$ cat config.mk
export PLATFORM = sky130hd
export DESIGN_NAME = timer_output_disable_guard
export DESIGN_NICKNAME = d
export VERILOG_FILES = /design/src/core/out_guard_pkg.sv /design/src/core/fault_req_detect.sv /design/src/core/timer_output_disable_guard.sv
export SDC_FILE = /design/constraint.sdc
export NUM_CORES = 1
export LEC_CHECK = 0
export BUFFER_PORTS_ARGS = -buffer_cell sky130_fd_sc_hd__buf_2
export CAP_MARGIN = 30
export CORE_ASPECT_RATIO = 0.6
export CORE_MARGIN = 5
export CORE_UTILIZATION = 45
export CTS_BUF_LIST = sky130_fd_sc_hd__clkbuf_16
export CTS_CLUSTER_DIAMETER = 100
export DETAILED_ROUTE_END_ITERATION = 8
export GPL_TIMING_DRIVEN = 0
export PLACE_DENSITY = 0.7
export SKIP_CTS_REPAIR_TIMING = 1
export SLEW_MARGIN = 5
export SYNTH_ARGS = -nofsm -noshare
export SYNTH_HDL_FRONTEND = slang
export SYNTH_SLANG_ARGS = --single-unit
$ cat constraint.sdc
create_clock -name clk_in -period 2.4 [get_ports clk_in]
set_clock_uncertainty 0.15 [all_clocks]
set_input_delay 0.72 -clock clk_in [delete_from_list [all_inputs] [get_ports clk_in]]
set_output_delay 0.72 -clock clk_in [all_outputs]
set_load 0.1 [all_outputs]
$ cat src/core/out_guard_pkg.sv
// Shared constants and carrier types for the timer output disable guard.
// Assumes a single 250 MHz peripheral clock and software-facing plain ports.
`default_nettype none

package out_guard_pkg;

  // Request inputs: four general ones plus the channel 0 request
  localparam int NUM_REQ = 5;
  localparam int CH0_REQ_IDX = 4;
  // Candidate pins per request input, and width of the pin select
  localparam int PIN_CAND = 3;
  localparam int PIN_SEL_W = 2;

  // Level detection needs this many consecutive low samples
  localparam int LOW_RUN = 16;
  localparam int RUN_CNT_W = 4;
  localparam logic [RUN_CNT_W-1:0] RUN_LAST = RUN_CNT_W'(LOW_RUN - 1);
  localparam logic [RUN_CNT_W-1:0] RUN_RST = 4'h0;

  // Prescaler for the divide-by-8, 16 and 128 sample ticks
  localparam int DIV_W = 7;
  localparam logic [DIV_W-1:0] DIV8_MASK = 7'h07;
  localparam logic [DIV_W-1:0] DIV16_MASK = 7'h0F;
  localparam logic [DIV_W-1:0] DIV128_MASK = 7'h7F;
  localparam logic [DIV_W-1:0] DIV_RST = 7'h00;

  // Idle level of an unselected request pin (requests are active low)
  localparam logic PIN_IDLE = 1'h1;
  // Reset value of every flag and every tri-state force
  localparam logic FLAG_RST = 1'h0;

  // Detection mode per request input
  typedef enum logic [1:0] {
    DET_EDGE = 2'h0,
    DET_LOW8 = 2'h1,
    DET_LOW16 = 2'h3,
    DET_LOW128 = 2'h2
  } det_mode_e;

  // The four channel 0 I/O pins
  typedef struct packed {
    logic io_a;
    logic io_b;
    logic io_c;
    logic io_d;
  } ch0_pins_s;

  // The three complementary output pairs
  typedef struct packed {
    logic ch4_bd;
    logic ch4_ac;
    logic ch3_bd;
  } pair_sel_s;

  // The six channel 3 and 4 output pins
  typedef struct packed {
    logic ch3_out_b;
    logic ch3_out_d;
    logic ch4_out_a;
    logic ch4_out_c;
    logic ch4_out_b;
    logic ch4_out_d;
  } ch34_pins_s;

  // Status flags; the same layout carries clear strobes
  typedef struct packed {
    logic short_flag;
    logic osc_stop_flag;
    logic ch0_req;
    logic [3:0] req;
  } guard_status_s;

endpackage

`default_nettype wire

$ cat src/core/fault_req_detect.sv
// One request-input detector: synchroniser, edge or low-level run detection
// and a sticky request flag. Expects the sample ticks as one-cycle pulses.
`default_nettype none

module fault_req_detect (
  input wire logic clk_in,
  input wire logic reset_n_in,
  input wire logic pin_in,
  input wire out_guard_pkg::det_mode_e mode_in,
  input wire logic tick8_in,
  input wire logic tick16_in,
  input wire logic tick128_in,
  input wire logic clear_in,
  output logic flag_out
);

  logic sync1_r; // First synchroniser stage, read only by sync2_r
  logic sync2_r; // Synchronised pin level
  logic prev_r; // Previous level, for falling edges
  logic [out_guard_pkg::RUN_CNT_W-1:0] run_r; // Low sample run length
  logic flag_r; // Sticky request flag
  logic [out_guard_pkg::RUN_CNT_W-1:0] run_nxt;
  logic flag_nxt;
  logic tick; // Selected sample tick
  logic hit; // Request detected this cycle
  logic clear_ok; // Clear allowed this cycle

  // Next-state logic for run counter and flag
  always_comb begin
    unique case (mode_in)
      out_guard_pkg::DET_LOW8: tick = tick8_in;
      out_guard_pkg::DET_LOW16: tick = tick16_in;
      out_guard_pkg::DET_LOW128: tick = tick128_in;
      out_guard_pkg::DET_EDGE: tick = 1'h0;
    endcase
    run_nxt = run_r;
    hit = 1'h0;
    if (mode_in == out_guard_pkg::DET_EDGE) begin
      // Falling edge on the synchronised level
      hit = prev_r & ~sync2_r;
      run_nxt = out_guard_pkg::RUN_RST;
    end else if (tick) begin
      if (sync2_r) begin
        // Any high sample restarts the run
        run_nxt = out_guard_pkg::RUN_RST;
      end else if (run_r == out_guard_pkg::RUN_LAST) begin
        // Sixteenth consecutive low sample
        hit = 1'h1;
      end else begin
        run_nxt = run_r + 4'h1;
      end
    end
    // Level mode refuses a clear while the pin still sits low
    clear_ok = (mode_in == out_guard_pkg::DET_EDGE) | sync2_r;
    // Set wins over a clear in the same cycle; flag holds until cleared
    flag_nxt = hit | (flag_r & ~(clear_in & clear_ok));
  end

  // Registers; synchroniser first stage feeds only the second
  always_ff @(posedge clk_in or negedge reset_n_in) begin
    if (!reset_n_in) begin
      sync1_r <= out_guard_pkg::PIN_IDLE;
      sync2_r <= out_guard_pkg::PIN_IDLE;
      prev_r <= out_guard_pkg::PIN_IDLE;
      run_r <= out_guard_pkg::RUN_RST;
      flag_r <= out_guard_pkg::FLAG_RST;
    end else begin
      sync1_r <= pin_in;
      sync2_r <= sync1_r;
      prev_r <= sync2_r;
      run_r <= run_nxt;
      flag_r <= flag_nxt;
    end
  end

  assign flag_out = flag_r;

endmodule // fault_req_detect

`default_nettype wire

$ cat src/core/timer_output_disable_guard.sv
// Output protection guard: forces selected timer output pins to high
// impedance on the channel 0 request, oscillation stop or output pair shorts.
// Assumes all inputs synchronous to clk_in except the request pins, which
// are synchronised inside each detector; controls are plain ports.
//
// Behaviour
// - Falling edge or sixteen low samples detect
// - Each request input picks its source pin
// - Channel 0 request tri-states chosen channel 0 pins
// - Per-pin select gates every channel 0 tri-state
// - Oscillation stop tri-states chosen channel 0, 3, 4
// - Pair short tri-states all chosen channel 3, 4
// - Per-pair select gates every channel 3, 4 tri-state
// - Oscillation stop flag readable in status
// - Interrupts on general requests and on shorts
// - Level flag clear ignored while input low
// - Software forces and releases tri-state per group
`default_nettype none

module timer_output_disable_guard #(
  parameter int NUM_REQ = out_guard_pkg::NUM_REQ
) (
  input wire logic clk_in,
  input wire logic reset_n_in,
  // Candidate pins per request input, active low
  input wire logic [1:0] fault_req_in0_pins_in,
  input wire logic [1:0] fault_req_in1_pins_in,
  input wire logic [1:0] fault_req_in2_pins_in,
  input wire logic [1:0] fault_req_in3_pins_in,
  input wire logic [2:0] fault_req_ch0_pins_in,
  // Pin choice per request input, index 4 is the channel 0 request
  input wire logic [NUM_REQ-1:0][1:0] req_pin_sel_in,
  input wire out_guard_pkg::det_mode_e [NUM_REQ-1:0] req_mode_in,
  // Response enables and pin selects
  input wire logic ch0_req_response_en_in,
  input wire out_guard_pkg::ch0_pins_s ch0_pin_sel_in,
  input wire logic osc_stop_response_en_in,
  input wire logic osc_stop_detect_in,
  input wire logic short_response_en_in,
  input wire out_guard_pkg::pair_sel_s pair_sel_in,
  // Timer output levels for pair short detection, active high
  input wire out_guard_pkg::ch34_pins_s ch34_level_in,
  // Software tri-state force and release strobes
  input wire logic sw_hiz_ch34_on_in,
  input wire logic sw_hiz_ch34_off_in,
  input wire logic sw_hiz_ch0_on_in,
  input wire logic sw_hiz_ch0_off_in,
  // Flag clear strobes, one per status bit
  input wire out_guard_pkg::guard_status_s flag_clear_in,
  input wire logic irq_req_en_in,
  input wire logic irq_short_en_in,
  output out_guard_pkg::guard_status_s status_out,
  output out_guard_pkg::ch0_pins_s ch0_hiz_out,
  output out_guard_pkg::ch34_pins_s ch34_hiz_out,
  output logic irq_req_out,
  output logic irq_short_out
);

  // Picks one candidate pin; a select past the candidates reads idle
  function automatic logic pick_pin(input logic [out_guard_pkg::PIN_CAND-1:0] pins,
                                    input logic [out_guard_pkg::PIN_SEL_W-1:0] sel);
    logic res;
    res = out_guard_pkg::PIN_IDLE;
    if (sel < 2'h3) begin
      res = pins[sel];
    end
    return res;
  endfunction

  logic [out_guard_pkg::DIV_W-1:0] div_r; // Free-running prescaler
  logic [out_guard_pkg::DIV_W-1:0] div_nxt;
  logic tick8_r; // Divide-by-8 sample tick
  logic tick16_r; // Divide-by-16 sample tick
  logic tick128_r; // Divide-by-128 sample tick
  logic tick8_nxt;
  logic tick16_nxt;
  logic tick128_nxt;
  logic [NUM_REQ-1:0] req_pin; // Selected request pin per input
  logic [NUM_REQ-1:0] req_flag; // Sticky request flags
  logic osc_flag_r; // Oscillation stop flag
  logic short_flag_r; // Pair short flag
  logic sw_ch34_r; // Software force, channels 3 and 4
  logic sw_ch0_r; // Software force, channel 0
  logic osc_flag_nxt;
  logic short_flag_nxt;
  logic sw_ch34_nxt;
  logic sw_ch0_nxt;
  logic short_now; // Some selected pair drives both sides
  out_guard_pkg::guard_status_s status_r;
  out_guard_pkg::guard_status_s status_nxt;
  out_guard_pkg::ch0_pins_s ch0_hiz_r;
  out_guard_pkg::ch0_pins_s ch0_hiz_nxt;
  out_guard_pkg::ch34_pins_s ch34_hiz_r;
  out_guard_pkg::ch34_pins_s ch34_hiz_nxt;
  logic irq_req_r;
  logic irq_short_r;
  logic irq_req_nxt;
  logic irq_short_nxt;
  logic ch0_force; // Any cause for channel 0 tri-state
  logic ch34_force; // Any cause for channel 3, 4 tri-state

  // Source pin choice; two-pin inputs pad the third candidate idle
  always_comb begin
    req_pin[0] = pick_pin({out_guard_pkg::PIN_IDLE, fault_req_in0_pins_in},
                          req_pin_sel_in[0]);
    req_pin[1] = pick_pin({out_guard_pkg::PIN_IDLE, fault_req_in1_pins_in},
                          req_pin_sel_in[1]);
    req_pin[2] = pick_pin({out_guard_pkg::PIN_IDLE, fault_req_in2_pins_in},
                          req_pin_sel_in[2]);
    req_pin[3] = pick_pin({out_guard_pkg::PIN_IDLE, fault_req_in3_pins_in},
                          req_pin_sel_in[3]);
    req_pin[4] = pick_pin(fault_req_ch0_pins_in, req_pin_sel_in[4]);
  end

  // Prescaler next state and sample ticks
  always_comb begin
    div_nxt = div_r + 7'h01;
    tick8_nxt = (div_r & out_guard_pkg::DIV8_MASK) == out_guard_pkg::DIV8_MASK;
    tick16_nxt = (div_r & out_guard_pkg::DIV16_MASK) == out_guard_pkg::DIV16_MASK;
    tick128_nxt = div_r == out_guard_pkg::DIV128_MASK;
  end

  // Prescaler registers
  always_ff @(posedge clk_in or negedge reset_n_in) begin
    if (!reset_n_in) begin
      div_r <= out_guard_pkg::DIV_RST;
      tick8_r <= 1'h0;
      tick16_r <= 1'h0;
      tick128_r <= 1'h0;
    end else begin
      div_r <= div_nxt;
      tick8_r <= tick8_nxt;
      tick16_r <= tick16_nxt;
      tick128_r <= tick128_nxt;
    end
  end

  // One detector per request input
  for (genvar i = 0; i < NUM_REQ; i++) begin : g_det
    fault_req_detect u_det (
      .clk_in(clk_in),
      .reset_n_in(reset_n_in),
      .pin_in(req_pin[i]),
      .mode_in(req_mode_in[i]),
      .tick8_in(tick8_r),
      .tick16_in(tick16_r),
      .tick128_in(tick128_r),
      .clear_in(i == out_guard_pkg::CH0_REQ_IDX ? flag_clear_in.ch0_req
                                                : flag_clear_in.req[i % 4]),
      .flag_out(req_flag[i])
    );
  end

  // Oscillation stop, short and software force next state
  always_comb begin
    // A short is both outputs of a selected pair active together
    short_now = (pair_sel_in.ch3_bd & ch34_level_in.ch3_out_b & ch34_level_in.ch3_out_d)
              | (pair_sel_in.ch4_ac & ch34_level_in.ch4_out_a & ch34_level_in.ch4_out_c)
              | (pair_sel_in.ch4_bd & ch34_level_in.ch4_out_b & ch34_level_in.ch4_out_d);
    // Set wins over a clear in the same cycle
    osc_flag_nxt = osc_stop_detect_in | (osc_flag_r & ~flag_clear_in.osc_stop_flag);
    short_flag_nxt = short_now | (short_flag_r & ~flag_clear_in.short_flag);
    // Force wins if both strobes arrive together, the safe side
    sw_ch34_nxt = sw_hiz_ch34_on_in | (sw_ch34_r & ~sw_hiz_ch34_off_in);
    sw_ch0_nxt = sw_hiz_ch0_on_in | (sw_ch0_r & ~sw_hiz_ch0_off_in);
  end

  // Event and force registers
  always_ff @(posedge clk_in or negedge reset_n_in) begin
    if (!reset_n_in) begin
      osc_flag_r <= out_guard_pkg::FLAG_RST;
      short_flag_r <= out_guard_pkg::FLAG_RST;
      sw_ch34_r <= out_guard_pkg::FLAG_RST;
      sw_ch0_r <= out_guard_pkg::FLAG_RST;
    end else begin
      osc_flag_r <= osc_flag_nxt;
      short_flag_r <= short_flag_nxt;
      sw_ch34_r <= sw_ch34_nxt;
      sw_ch0_r <= sw_ch0_nxt;
    end
  end

  // Output next state: tri-state forces, status and interrupts
  always_comb begin
    ch0_force = (ch0_req_response_en_in & req_flag[out_guard_pkg::CH0_REQ_IDX])
              | sw_ch0_r
              | (osc_stop_response_en_in & osc_flag_r);
    ch34_force = (short_response_en_in & short_flag_r)
               | sw_ch34_r
               | (osc_stop_response_en_in & osc_flag_r);
    // Only selected pins follow the force
    ch0_hiz_nxt = ch0_force ? ch0_pin_sel_in : '0;
    ch34_hiz_nxt.ch3_out_b = ch34_force & pair_sel_in.ch3_bd;
    ch34_hiz_nxt.ch3_out_d = ch34_force & pair_sel_in.ch3_bd;
    ch34_hiz_nxt.ch4_out_a = ch34_force & pair_sel_in.ch4_ac;
    ch34_hiz_nxt.ch4_out_c = ch34_force & pair_sel_in.ch4_ac;
    ch34_hiz_nxt.ch4_out_b = ch34_force & pair_sel_in.ch4_bd;
    ch34_hiz_nxt.ch4_out_d = ch34_force & pair_sel_in.ch4_bd;
    status_nxt.short_flag = short_flag_r;
    status_nxt.osc_stop_flag = osc_flag_r;
    status_nxt.ch0_req = req_flag[out_guard_pkg::CH0_REQ_IDX];
    status_nxt.req = req_flag[3:0];
    // Level interrupts follow the flags until they are cleared
    irq_req_nxt = irq_req_en_in & (|req_flag[3:0]);
    irq_short_nxt = irq_short_en_in & short_flag_r;
  end

  // Output registers
  always_ff @(posedge clk_in or negedge reset_n_in) begin
    if (!reset_n_in) begin
      ch0_hiz_r <= '0;
      ch34_hiz_r <= '0;
      status_r <= '0;
      irq_req_r <= out_guard_pkg::FLAG_RST;
      irq_short_r <= out_guard_pkg::FLAG_RST;
    end else begin
      ch0_hiz_r <= ch0_hiz_nxt;
      ch34_hiz_r <= ch34_hiz_nxt;
      status_r <= status_nxt;
      irq_req_r <= irq_req_nxt;
      irq_short_r <= irq_short_nxt;
    end
  end

  assign ch0_hiz_out = ch0_hiz_r;
  assign ch34_hiz_out = ch34_hiz_r;
  assign status_out = status_r;
  assign irq_req_out = irq_req_r;
  assign irq_short_out = irq_short_r;

endmodule // timer_output_disable_guard

`default_nettype wire

==> summary.md, run 1 <==
| Metric | Value |
|---|---|
| Status | `finished, final reports clean` |
| Die Wd | `around 120 um` |
| Max Cap Violations | `0` |
| Setup WS pre-CTS | `0.353 ns` |
| Top_reg_cell synth | `dfrtp_1` |
| #FFs+latches synth | `70` |
| Async SR Flop Fraction | `100%` |
| Largest net degree at the start of global routing | `61` |
| Final Hold Viols | `0` |
| Die area | `8770 um2` |
| CP required | `1.53 ns` |
| Initial Util | `46.6%` |
| Final min period | `roughly 2 ns` |
| Tcrit/Tclk final | `85.9%` |
| Worst-Margin Slew | `0.564 ns` |
| RD Place Congestion | `roughly 0.74` |
| TritonRoute pass-1 iters | `4` |
| Pwr/cell area | `755 nW/um2` |
| VDD IR-drop max | `0.399 mV` |
| Routed WL per cell | `14.6 um` |
| Initial antenna violation count | `0` |
| Initial detailed-routing violation count | `138` |
| Layout cell share with drive strength beyond 1 | `39.4%` |
| CP arrival | `1.19 ns` |
| Area growth syn-to-layout | `26.0%` |
| Final setup viols | `0` |
| Cell count after synthesis | `252` |
| Clock-pin slew on the worst setup and hold paths | `~0.060 ns` |
| Syn nets | `322` |
| Commonest non-fill, non-tap cell in the layout | `buf_2` |
| Fmax | `485 MHz` |
| CTS H-Tree Depth | `3` |
| Final worst slack | `0.339 ns` |
| Final ANT Viol Nets | `0` |
| Clock Tree Buf Depth | `2` |
| Dpl hpwl | `4680 um` |
| Post-synth cell types | `39` |
| All-Layer GR Usage | `15.6%` |
| Vias/cell | `5.14` |
| TritonCTS buffer count | `9` |
| I/O pin total | `82` |
| Relative slew margins | `between 60% and 70%` |
| Final Max Tran Viols | `0` |
| Site row count | `23` |
| DR vias | `2,244` |
| Cell area after synthesis | `3130 um2` |
| First-pass GRT wire length | `10,800 um` |
| CTS Sinks | `70` |
| Maximum fanout along the worst path | `2` |
| CTS tree | `yes` |
| Mean post-synth cell area | `~12 um2` |
| DIE HEIGHT | `between 70 and 80 um` |
| Post-synthesis sequential area ratio | `between 50% and 60%` |
| Worst Setup End Kind | `output port` |
| Clk_lat worst skew | `0.33 ns` |
| Setup TNS | `0 ns` |
| Vias in the first global route | `2,297` |
| Critical path startpoint category | `flop` |
| Nets | `415` |
| Buffers on Ports | `81` |
| Yosys warns | `0` |
| GRT Residual Overflow | `0` |
| Critical path class | `flop to output port` |
| Diode count | `0` |
| DRC errors left | `0` |
| Routed WL | `6400 um` |
| Core area | `6710 um2` |
| CTS root buffer | `clkbuf_16` |
| Post-synth EDFFs | `0` |
| LEAKAGE | `1.87 nW` |
| Most frequent cells in the layout | `buf_2 (80), dfrtp_1 (55), a21oi_1 (16)` |
| RSZ-0062 raised after global routing | `no` |
| Hold WC Path Type | `primary input to asynchronous set/reset pin` |
[flip-flops by register name, summed over array words and instances (netlist names), 3 cells and up]
signal,flops
ch34_hiz_out,3
status_out,7
g_det.u_det.prev_r,5
g_det.u_det.sync1_r,5
g_det.u_det.sync2_r,5
g_det.u_det.run_r,20
ch0_hiz_out,4
g_det.u_det.flag_out,5
div_r,7
[cell type report]
| class | instances | area [um2] |
|---|---|---|
| fillers | 527 | 2770 |
| flip-flops and latches | 70 | 1770 |
| multi-input cells | 166 | 1270 |
| repair buffers | 82 | 435 |
| clock buffers | 9 | 225 |
| well taps | 87 | 109 |
| inverters | 13 | 62.6 |
| clock inverters | 7 | 43.8 |
| plain buffers | 3 | 22.5 |
[routing by layer]
metal  wire length [um]  part of all wire [%]  track usage (%)  vias up
met5                  0                     0                0        -
met4                 70                   1.1             5.09        0
met3                400                   6.3             6.00        7
met2               2910                    45             24.5       68
met1               3020                    47             20.3     1067
li1                   -                     -                -     1102
[Yosys cell counts (7+ instances only)]
cell / count / area (um2)
a21oi_1: 16 / 80.1
dfrtp_1: 55 / 1380
dfstp_2: 15 / 394
ha_1: 7 / 87.6
inv_1: 12 / 45.0
nand2_1: 12 / 45.0
nand2b_1: 8 / 50.1
nand3_1: 14 / 70.1
nor2_1: 9 / 33.8
nor2b_1: 14 / 87.6
o21ai_0: 10 / 50.1
[power by group]
group	internal (mW)	switching [mW]	leakage (nW)	total [mW]
Combinational	0.141	0.342	0.873	0.483
Sequential	1.27	0.0518	0.869	1.32
Clock	0.690	0.484	0.126	1.17
[logic make-up (layout without fill, tap and decap cells)]
group           after synthesis  count (layout)  synth area share, %
flops                        70              70                 56.6
simple gates                 77              77                 14.2
fa+ha+maj                     7               7                 2.80
mux                          14              14                 5.48
buf+inv                      16             114                 2.72
xor+xnor                      4               4                 1.12
compound gates               64              64                 17.0
[per-stage QoR]
stage | power [mW] | util, % | hold slack, ns | instances | area (um2)
2_1_floorplan | 1.67 | - | 0.195 | 252 | 3130
3_3_place_gp | 1.81 | 54.3 | 0.196 | 420 | 3640
3_5_place_dp | 1.82 | 54.7 | 0.197 | 421 | 3670
4_1_cts | 3.01 | 58.8 | 0.0730 | 437 | 3940
5_1_grt | 3.11 | 58.8 | 0.0791 | 437 | 3940
6_report | 2.98 | 58.8 | 0.0802 | 437 | 3940
[worst max-delay path: stages (launching register included)]
cell	delay (ns)
dfrtp_1	0.35
buf_4	0.10
buf_2	0.41
[path summary, 6_finish.rpt]
check	to	from	depth (start not counted)	slack, ns
setup / recovery	ch34_hiz_out[1]	ch34_hiz_out[1]	2	0.34
hold / removal	status_out[1]	reset_n_in	1	0.08
setup reg to reg	g_det[1].u_det.run_r[0]	tick128_r	4	0.72
hold reg to reg	g_det[1].u_det.sync2_r	g_det[1].u_det.sync1_r	0	0.20
max in group asynchronous	g_det[2].u_det.sync1_r	reset_n_in	2	1.45
min in group clk_in	g_det[1].u_det.sync2_r	g_det[1].u_det.sync1_r	0	0.20
Power figures use the tool's default switching activity.
==> run 2, diff against run 1 <==
Settings changed: CORE_MARGIN 5 to not set, RECOVER_POWER set to 25.
==> run 2 against run 1 <==
Non-clock buffer count did not move. Register-to-register slack improved by 0.04 ns. Maximum frequency fell by 0.36%. Clock power rose by 16%. Via count rose by 0.85%. Sequential power barely moved. Utilization rose by 0.54 points. Critical path depth did not move. Sequential share of layout area fell by 0.41 points.
==> summary.md, run 2 (synthesis results as in run 1) <==
| Metric | Value |
|---|---|
| Status | `finished, final reports clean` |
| Reg-to-Reg End | `g_det[2].u_det.run_r[0]` |
| Sequential Power Share | `41.6%` |
| Die Wd | `~110 um` |
| Final ANT Viol Nets | `0` |
| Max stage delay on crit path | `0.41 ns` |
| Clock Tree Buf Depth | `2` |
| Initial antenna violation count | `0` |
| Final Max Tran Viols | `0` |
| CTS tree | `yes` |
| Most frequent cells in the layout | `buf_2 (80), dfrtp_1 (55), a21oi_1 (16)` |
| Setup TNS | `0 ns` |
| R2R setup slack | `0.76 ns` |
| RR Startpoint | `tick8_r` |
| LEAKAGE | `1.89 nW` |
| Core area | `6710 um2` |
| Maximum fanout along the worst path | `2` |
| Gate power share | `around 15%` |
| Initial detailed-routing violation count | `about 130` |
| DR WL met2 | `between 2000 and 3000 um` |
| Worst Reg-to-Reg Cells | `4` |
| CTS Sinks | `70` |
| CP cell instances | `buf_4 -> buf_2` |
| Buffers on Ports | `81` |
| Critical path class | `flop to output port` |
| TritonCTS buffer count | `9` |
| CP arrival | `1.20 ns` |
| Initial Util | `46.6%` |
| DR vias | `2,263` |
| Largest register FFs | `20` |
| DP Area | `3670 um2` |
| Vias in the first global route | `2,198` |
| Routed wl met3 | `260 um` |
| Most flop-heavy register | `g_det.u_det.run_r` |
| Routed WL per cell | `around 14 um` |
| CTS H-Tree Depth | `3` |
| Nets | `415` |
| DIE HEIGHT | `66.6 um` |
| Routed WL | `just over 6000 um` |
| Fin area | `3980 um2` |
| Worst hold stages | `0` |
| Clk_lat worst skew | `~0.33 ns` |
| TritonRoute pass-1 iters | `4` |
| Die area | `7300 um2` |
| Final Hold Viols | `0` |
| Vias/cell | `5.18` |
| Layout fillers | `between 500 and 600` |
| Pwr/cell area | `794 nW/um2` |
| Pint | `2.30 mW` |
| Area growth syn-to-layout | `27.2%` |
| Clk network pwr share | `43.1%` |
| Site row count | `23` |
| Slowest-stage cell, CP | `buf_2` |
| Max Cap Violations | `0` |
| Hold EP | `g_det[3].u_det.sync2_r` |
| Commonest non-fill, non-tap cell in the layout | `buf_2` |
| Psw | `0.857 mW` |
| Critical path startpoint category | `flop` |
| DRC errors left | `0` |
| Top sig layer | `met4` |
| Layout cell share with drive strength beyond 1 | `37.1%` |
| Clock-pin slew on the worst setup and hold paths | `around 0.060 ns` |
| All-Layer GR Usage | `19.3%` |
| Final setup viols | `0` |
| Worst-Margin Slew | `1.16 ns` |
| Dpl hpwl | `4590 um` |
| Hold path start | `g_det[3].u_det.sync1_r` |
| RSZ-0062 raised after global routing | `no` |
| RD Place Congestion | `approximately 0.77` |
| Diode count | `0` |
| Largest net degree at the start of global routing | `53` |
| Relative slew margins | `22.5%` |
| Met1 WL | `2990 um` |
| GRT Residual Overflow | `0` |
| VDD IR-drop max | `0.585 mV` |
| I/O pin total | `82` |
| First-pass GRT wire length | `between 10,000 and 15,000 um` |
| Worst Setup End Kind | `output port` |
| Final min period | `2.07 ns` |
| Net Sw Frac | `27.2%` |
| CP required | `1.53 ns` |
| Fmax | `approximately 480 MHz` |
| Tcrit/Tclk final | `86.2%` |
| Hold WC Path Type | `flop to flop` |
| CTS root buffer | `clkbuf_16` |
## run 2: cell count changes in the layout (fill, tap and decap cells not counted), moves of 2 or more
cell / change
clkinvlp_4: -3
dfstp_2: -5
bufinv_16: +2
dfstp_1: +5
inv_1: +2
## run 2: metal layers
metal / vias to the layer above / track usage, %
li1: 1099 / -
met1: 1105 / 25.5
met2: 49 / 28.0
met3: 10 / 6.75
met4: 0 / 9.67
met5: - / 0
## run 2: area by class of cell
cell class | instances | area (um2) | share of cell area, %
Buffer | 3 | 22.5 | 0.566
Sequential cell | 70 | 1770 | 44.5
Clock buffer | 9 | 225 | 5.66
Tap cell | 87 | 109 | 2.74
Clock inverter | 7 | 83.8 | 2.11
Timing Repair Buffer | 82 | 432 | 10.9
Inverter | 13 | 62.6 | 1.57
Multi-Input combinational cell | 166 | 1270 | 32.0
## run 2: worst max-delay path, delay by kind of cell, from the launching register on
family                 cells  cell delay [ns]
buffers and inverters      2             0.51
DFF                        1             0.35
## run 2: how the worst max path moves through the flow
| stage | from | to | slack, ns | cells past startpoint |
|---|---|---|---|---|
| finish | ch34_hiz_out[1] | ch34_hiz_out[1] | 0.33 | 2 |
| floorplan | ch34_hiz_out[1] | ch34_hiz_out[1] | 0.21 | 1 |
| CTS | ch34_hiz_out[1] | ch34_hiz_out[1] | 0.32 | 2 |
| global route | ch34_hiz_out[1] | ch34_hiz_out[1] | 0.29 | 2 |
| global placement | reset_n_in | g_det[3].u_det.run_r[1] | 0.1 | 1 |
| detailed placement | req_mode_in[2] | g_det[1].u_det.run_r[0] | 0.36 | 5 |
## run 2: power groups by stage
stage	Clock (mW)	Combinational, mW	Sequential [mW]
after global placement	0	0.471	1.33
after global routing	1.44	0.513	1.32
after CTS	1.40	0.488	1.32
final	1.36	0.483	1.31
after detailed placement	0	0.485	1.34
after floorplan	0	0.155	1.51
## run 2: stage by stage
stage | hold slack [ns] | power, mW | setup slack (ns) | util, % | cells
6_report | 0.209 | 3.16 | 0.332 | 59.3 | 437
5_1_grt | 0.212 | 3.28 | 0.295 | 59.3 | 437
4_1_cts | 0.115 | 3.20 | 0.317 | 59.4 | 437
3_5_place_dp | 0.197 | 1.82 | 0.355 | 54.7 | 421
3_3_place_gp | 0.196 | 1.80 | 0.0983 | 54.3 | 420
2_1_floorplan | 0.195 | 1.67 | 0.206 | - | 252
==> run 3, diff against run 2 <==
Settings changed: CTS_BUF_LIST sky130_fd_sc_hd__clkbuf_16 to sky130_fd_sc_hd__clkbuf_4 sky130_fd_sc_hd__clkbuf_8 sky130_fd_sc_hd__clkbuf_16.
==> run 3 against run 2 <==
Die area did not move. Wire length rose by 0.48%. Power rose by 2.6%. Non-clock buffer count did not move. First-iteration DRC count fell by 3.8%. Clock-buffer cell count rose by 4. Critical path type unchanged. Largest cell class unchanged. Highest routed layer unchanged.
==> summary.md, run 3 (synthesis results as in run 1) <==
| Metric | Value |
|---|---|
| CTS H-Tree Depth | `3` |
| Diode count | `0` |
| Vias in the first global route | `2,202` |
| Maximum fanout along the worst path | `2` |
| Tcrit/Tclk final | `a little under nine tenths` |
| GRT Residual Overflow | `0` |
| DIE HEIGHT | `66.6 um` |
| Largest register FFs | `20` |
| Fin Hold WS | `0.209 ns` |
| Dpl hpwl | `4590 um` |
| DRC errors left | `0` |
| Clk_lat worst skew | `0.33 ns` |
| CP arrival | `1.20 ns` |
| Final min period | `2.07 ns` |
| Critical path startpoint category | `flop` |
| Nets | `415` |
| Site row count | `23` |
| Clock-pin slew on the worst setup and hold paths | `about 0.050 ns` |
| Initial detailed-routing violation count | `127` |
| Hold WC Path Type | `flop to flop` |
| Largest net degree at the start of global routing | `53` |
| I/O pin total | `a little over 80` |
| Status | `finished, final reports clean` |
| Fmax | `484 MHz` |
| First-pass GRT wire length | `10,200 um` |
| Final Max Tran Viols | `0` |
| Final setup viols | `0` |
| Buffers on Ports | `81` |
| TritonRoute pass-1 iters | `4` |
| Initial Util | `46.6%` |
| Critical path class | `flop to output port` |
| DR vias | `2,260` |
| RD Place Congestion | `0.774` |
| Initial antenna violation count | `0` |
| Worst Setup End Kind | `output port` |
| Die area | `7300 um2` |
| Most flop-heavy register | `g_det.u_det.run_r` |
| VDD IR-drop max | `0.585 mV` |
| Most frequent cells in the layout | `buf_2 (80), dfrtp_1 (55), a21oi_1 (16)` |
| Pwr/cell area | `between 800 and 900 nW/um2` |
| LEAKAGE | `1.90 nW` |
| Layout cell share with drive strength beyond 1 | `38.3%` |
| Max Cap Violations | `0` |
| Final Hold Viols | `0` |
| TritonCTS buffer count | `9` |
| Setup TNS | `0 ns` |
| Vias/cell | `5.17` |
| CTS tree | `yes` |
| Clock Tree Buf Depth | `2` |
| CTS root buffer | `clkbuf_16` |
| CTS Sinks | `70` |
| Worst-Margin Slew | `1.17 ns` |
| RSZ-0062 raised after global routing | `no` |
| Final ANT Viol Nets | `0` |
| Post-route core utilization | `roughly three fifths` |
| Area growth syn-to-layout | `27.9%` |
| Commonest non-fill, non-tap cell in the layout | `buf_2` |
| Core area | `6710 um2` |
| Die Wd | `110 um` |
| CP required | `between 1.5 and 2 ns` |
| All-Layer GR Usage | `19.3%` |
| Routed WL | `6230 um` |
| Relative slew margins | `22.3%` |
| Routed WL per cell | `14.3 um` |
## run 3: cell types whose count changed in the layout (fill, tap and decap cells not counted)
cell,change
clkinv_1,-1
clkbuf_8,+1
clkbuf_4,+3
inv_1,-3
## run 3: per-stage QoR
stage / power, mW / instances / setup slack (ns) / instance area [um2]
after floorplan: 1.67 / 252 / 0.206 / 3130
after global placement: 1.80 / 420 / 0.0983 / 3640
after detailed placement: 1.82 / 421 / 0.355 / 3670
after CTS: 3.28 / 437 / 0.317 / 4000
after global routing: 3.36 / 437 / 0.295 / 4000
final: 3.24 / 437 / 0.333 / 4000
## run 3: report_power, final
part	internal, mW	total, mW	leakage [nW]	switching, mW
Sequential	1.27	1.31	0.864	0.0495
Combinational	0.140	0.482	0.869	0.342
Clock	0.974	1.44	0.164	0.470
## run 3: critical path, stage by stage (launching register included)
cell and delay (ns):
dfrtp_1 0.35, buf_4 0.10, buf_2 0.41
## run 3: path summary, 6_finish.rpt
| kind | start | end | slack, ns | cells after the start |
|---|---|---|---|---|
| max in group asynchronous | reset_n_in | g_det[3].u_det.sync1_r | 0.77 | 2 |
| hold reg to reg | g_det[3].u_det.sync1_r | g_det[3].u_det.sync2_r | 0.21 | 0 |
| setup / recovery | ch34_hiz_out[1] | ch34_hiz_out[1] | 0.33 | 2 |
| min in group asynchronous | reset_n_in | status_out[3] | 0.45 | 1 |
| setup reg to reg | tick128_r | g_det[3].u_det.run_r[0] | 0.76 | 4 |
| hold / removal | g_det[3].u_det.sync1_r | g_det[3].u_det.sync2_r | 0.21 | 0 |
## run 3: cell type report
type,instances,area [um2]
fillers,544,2710
flip-flops and latches,70,1770
multi-input cells,166,1270
repair buffers,82,432
clock buffers,13,262
well taps,87,109
clock inverters,3,68.8
inverters,13,62.6
plain buffers,3,22.5
## run 3: layer usage
layer / up-vias / wire (um) / global-route usage, %
met1: 1092 / 3020 / 25.5
met2: 55 / 2820 / 28.1
met3: 11 / 256 / 6.75
met5: - / 0 / 0
li1: 1102 / - / -
met4: 0 / 125 / 9.67
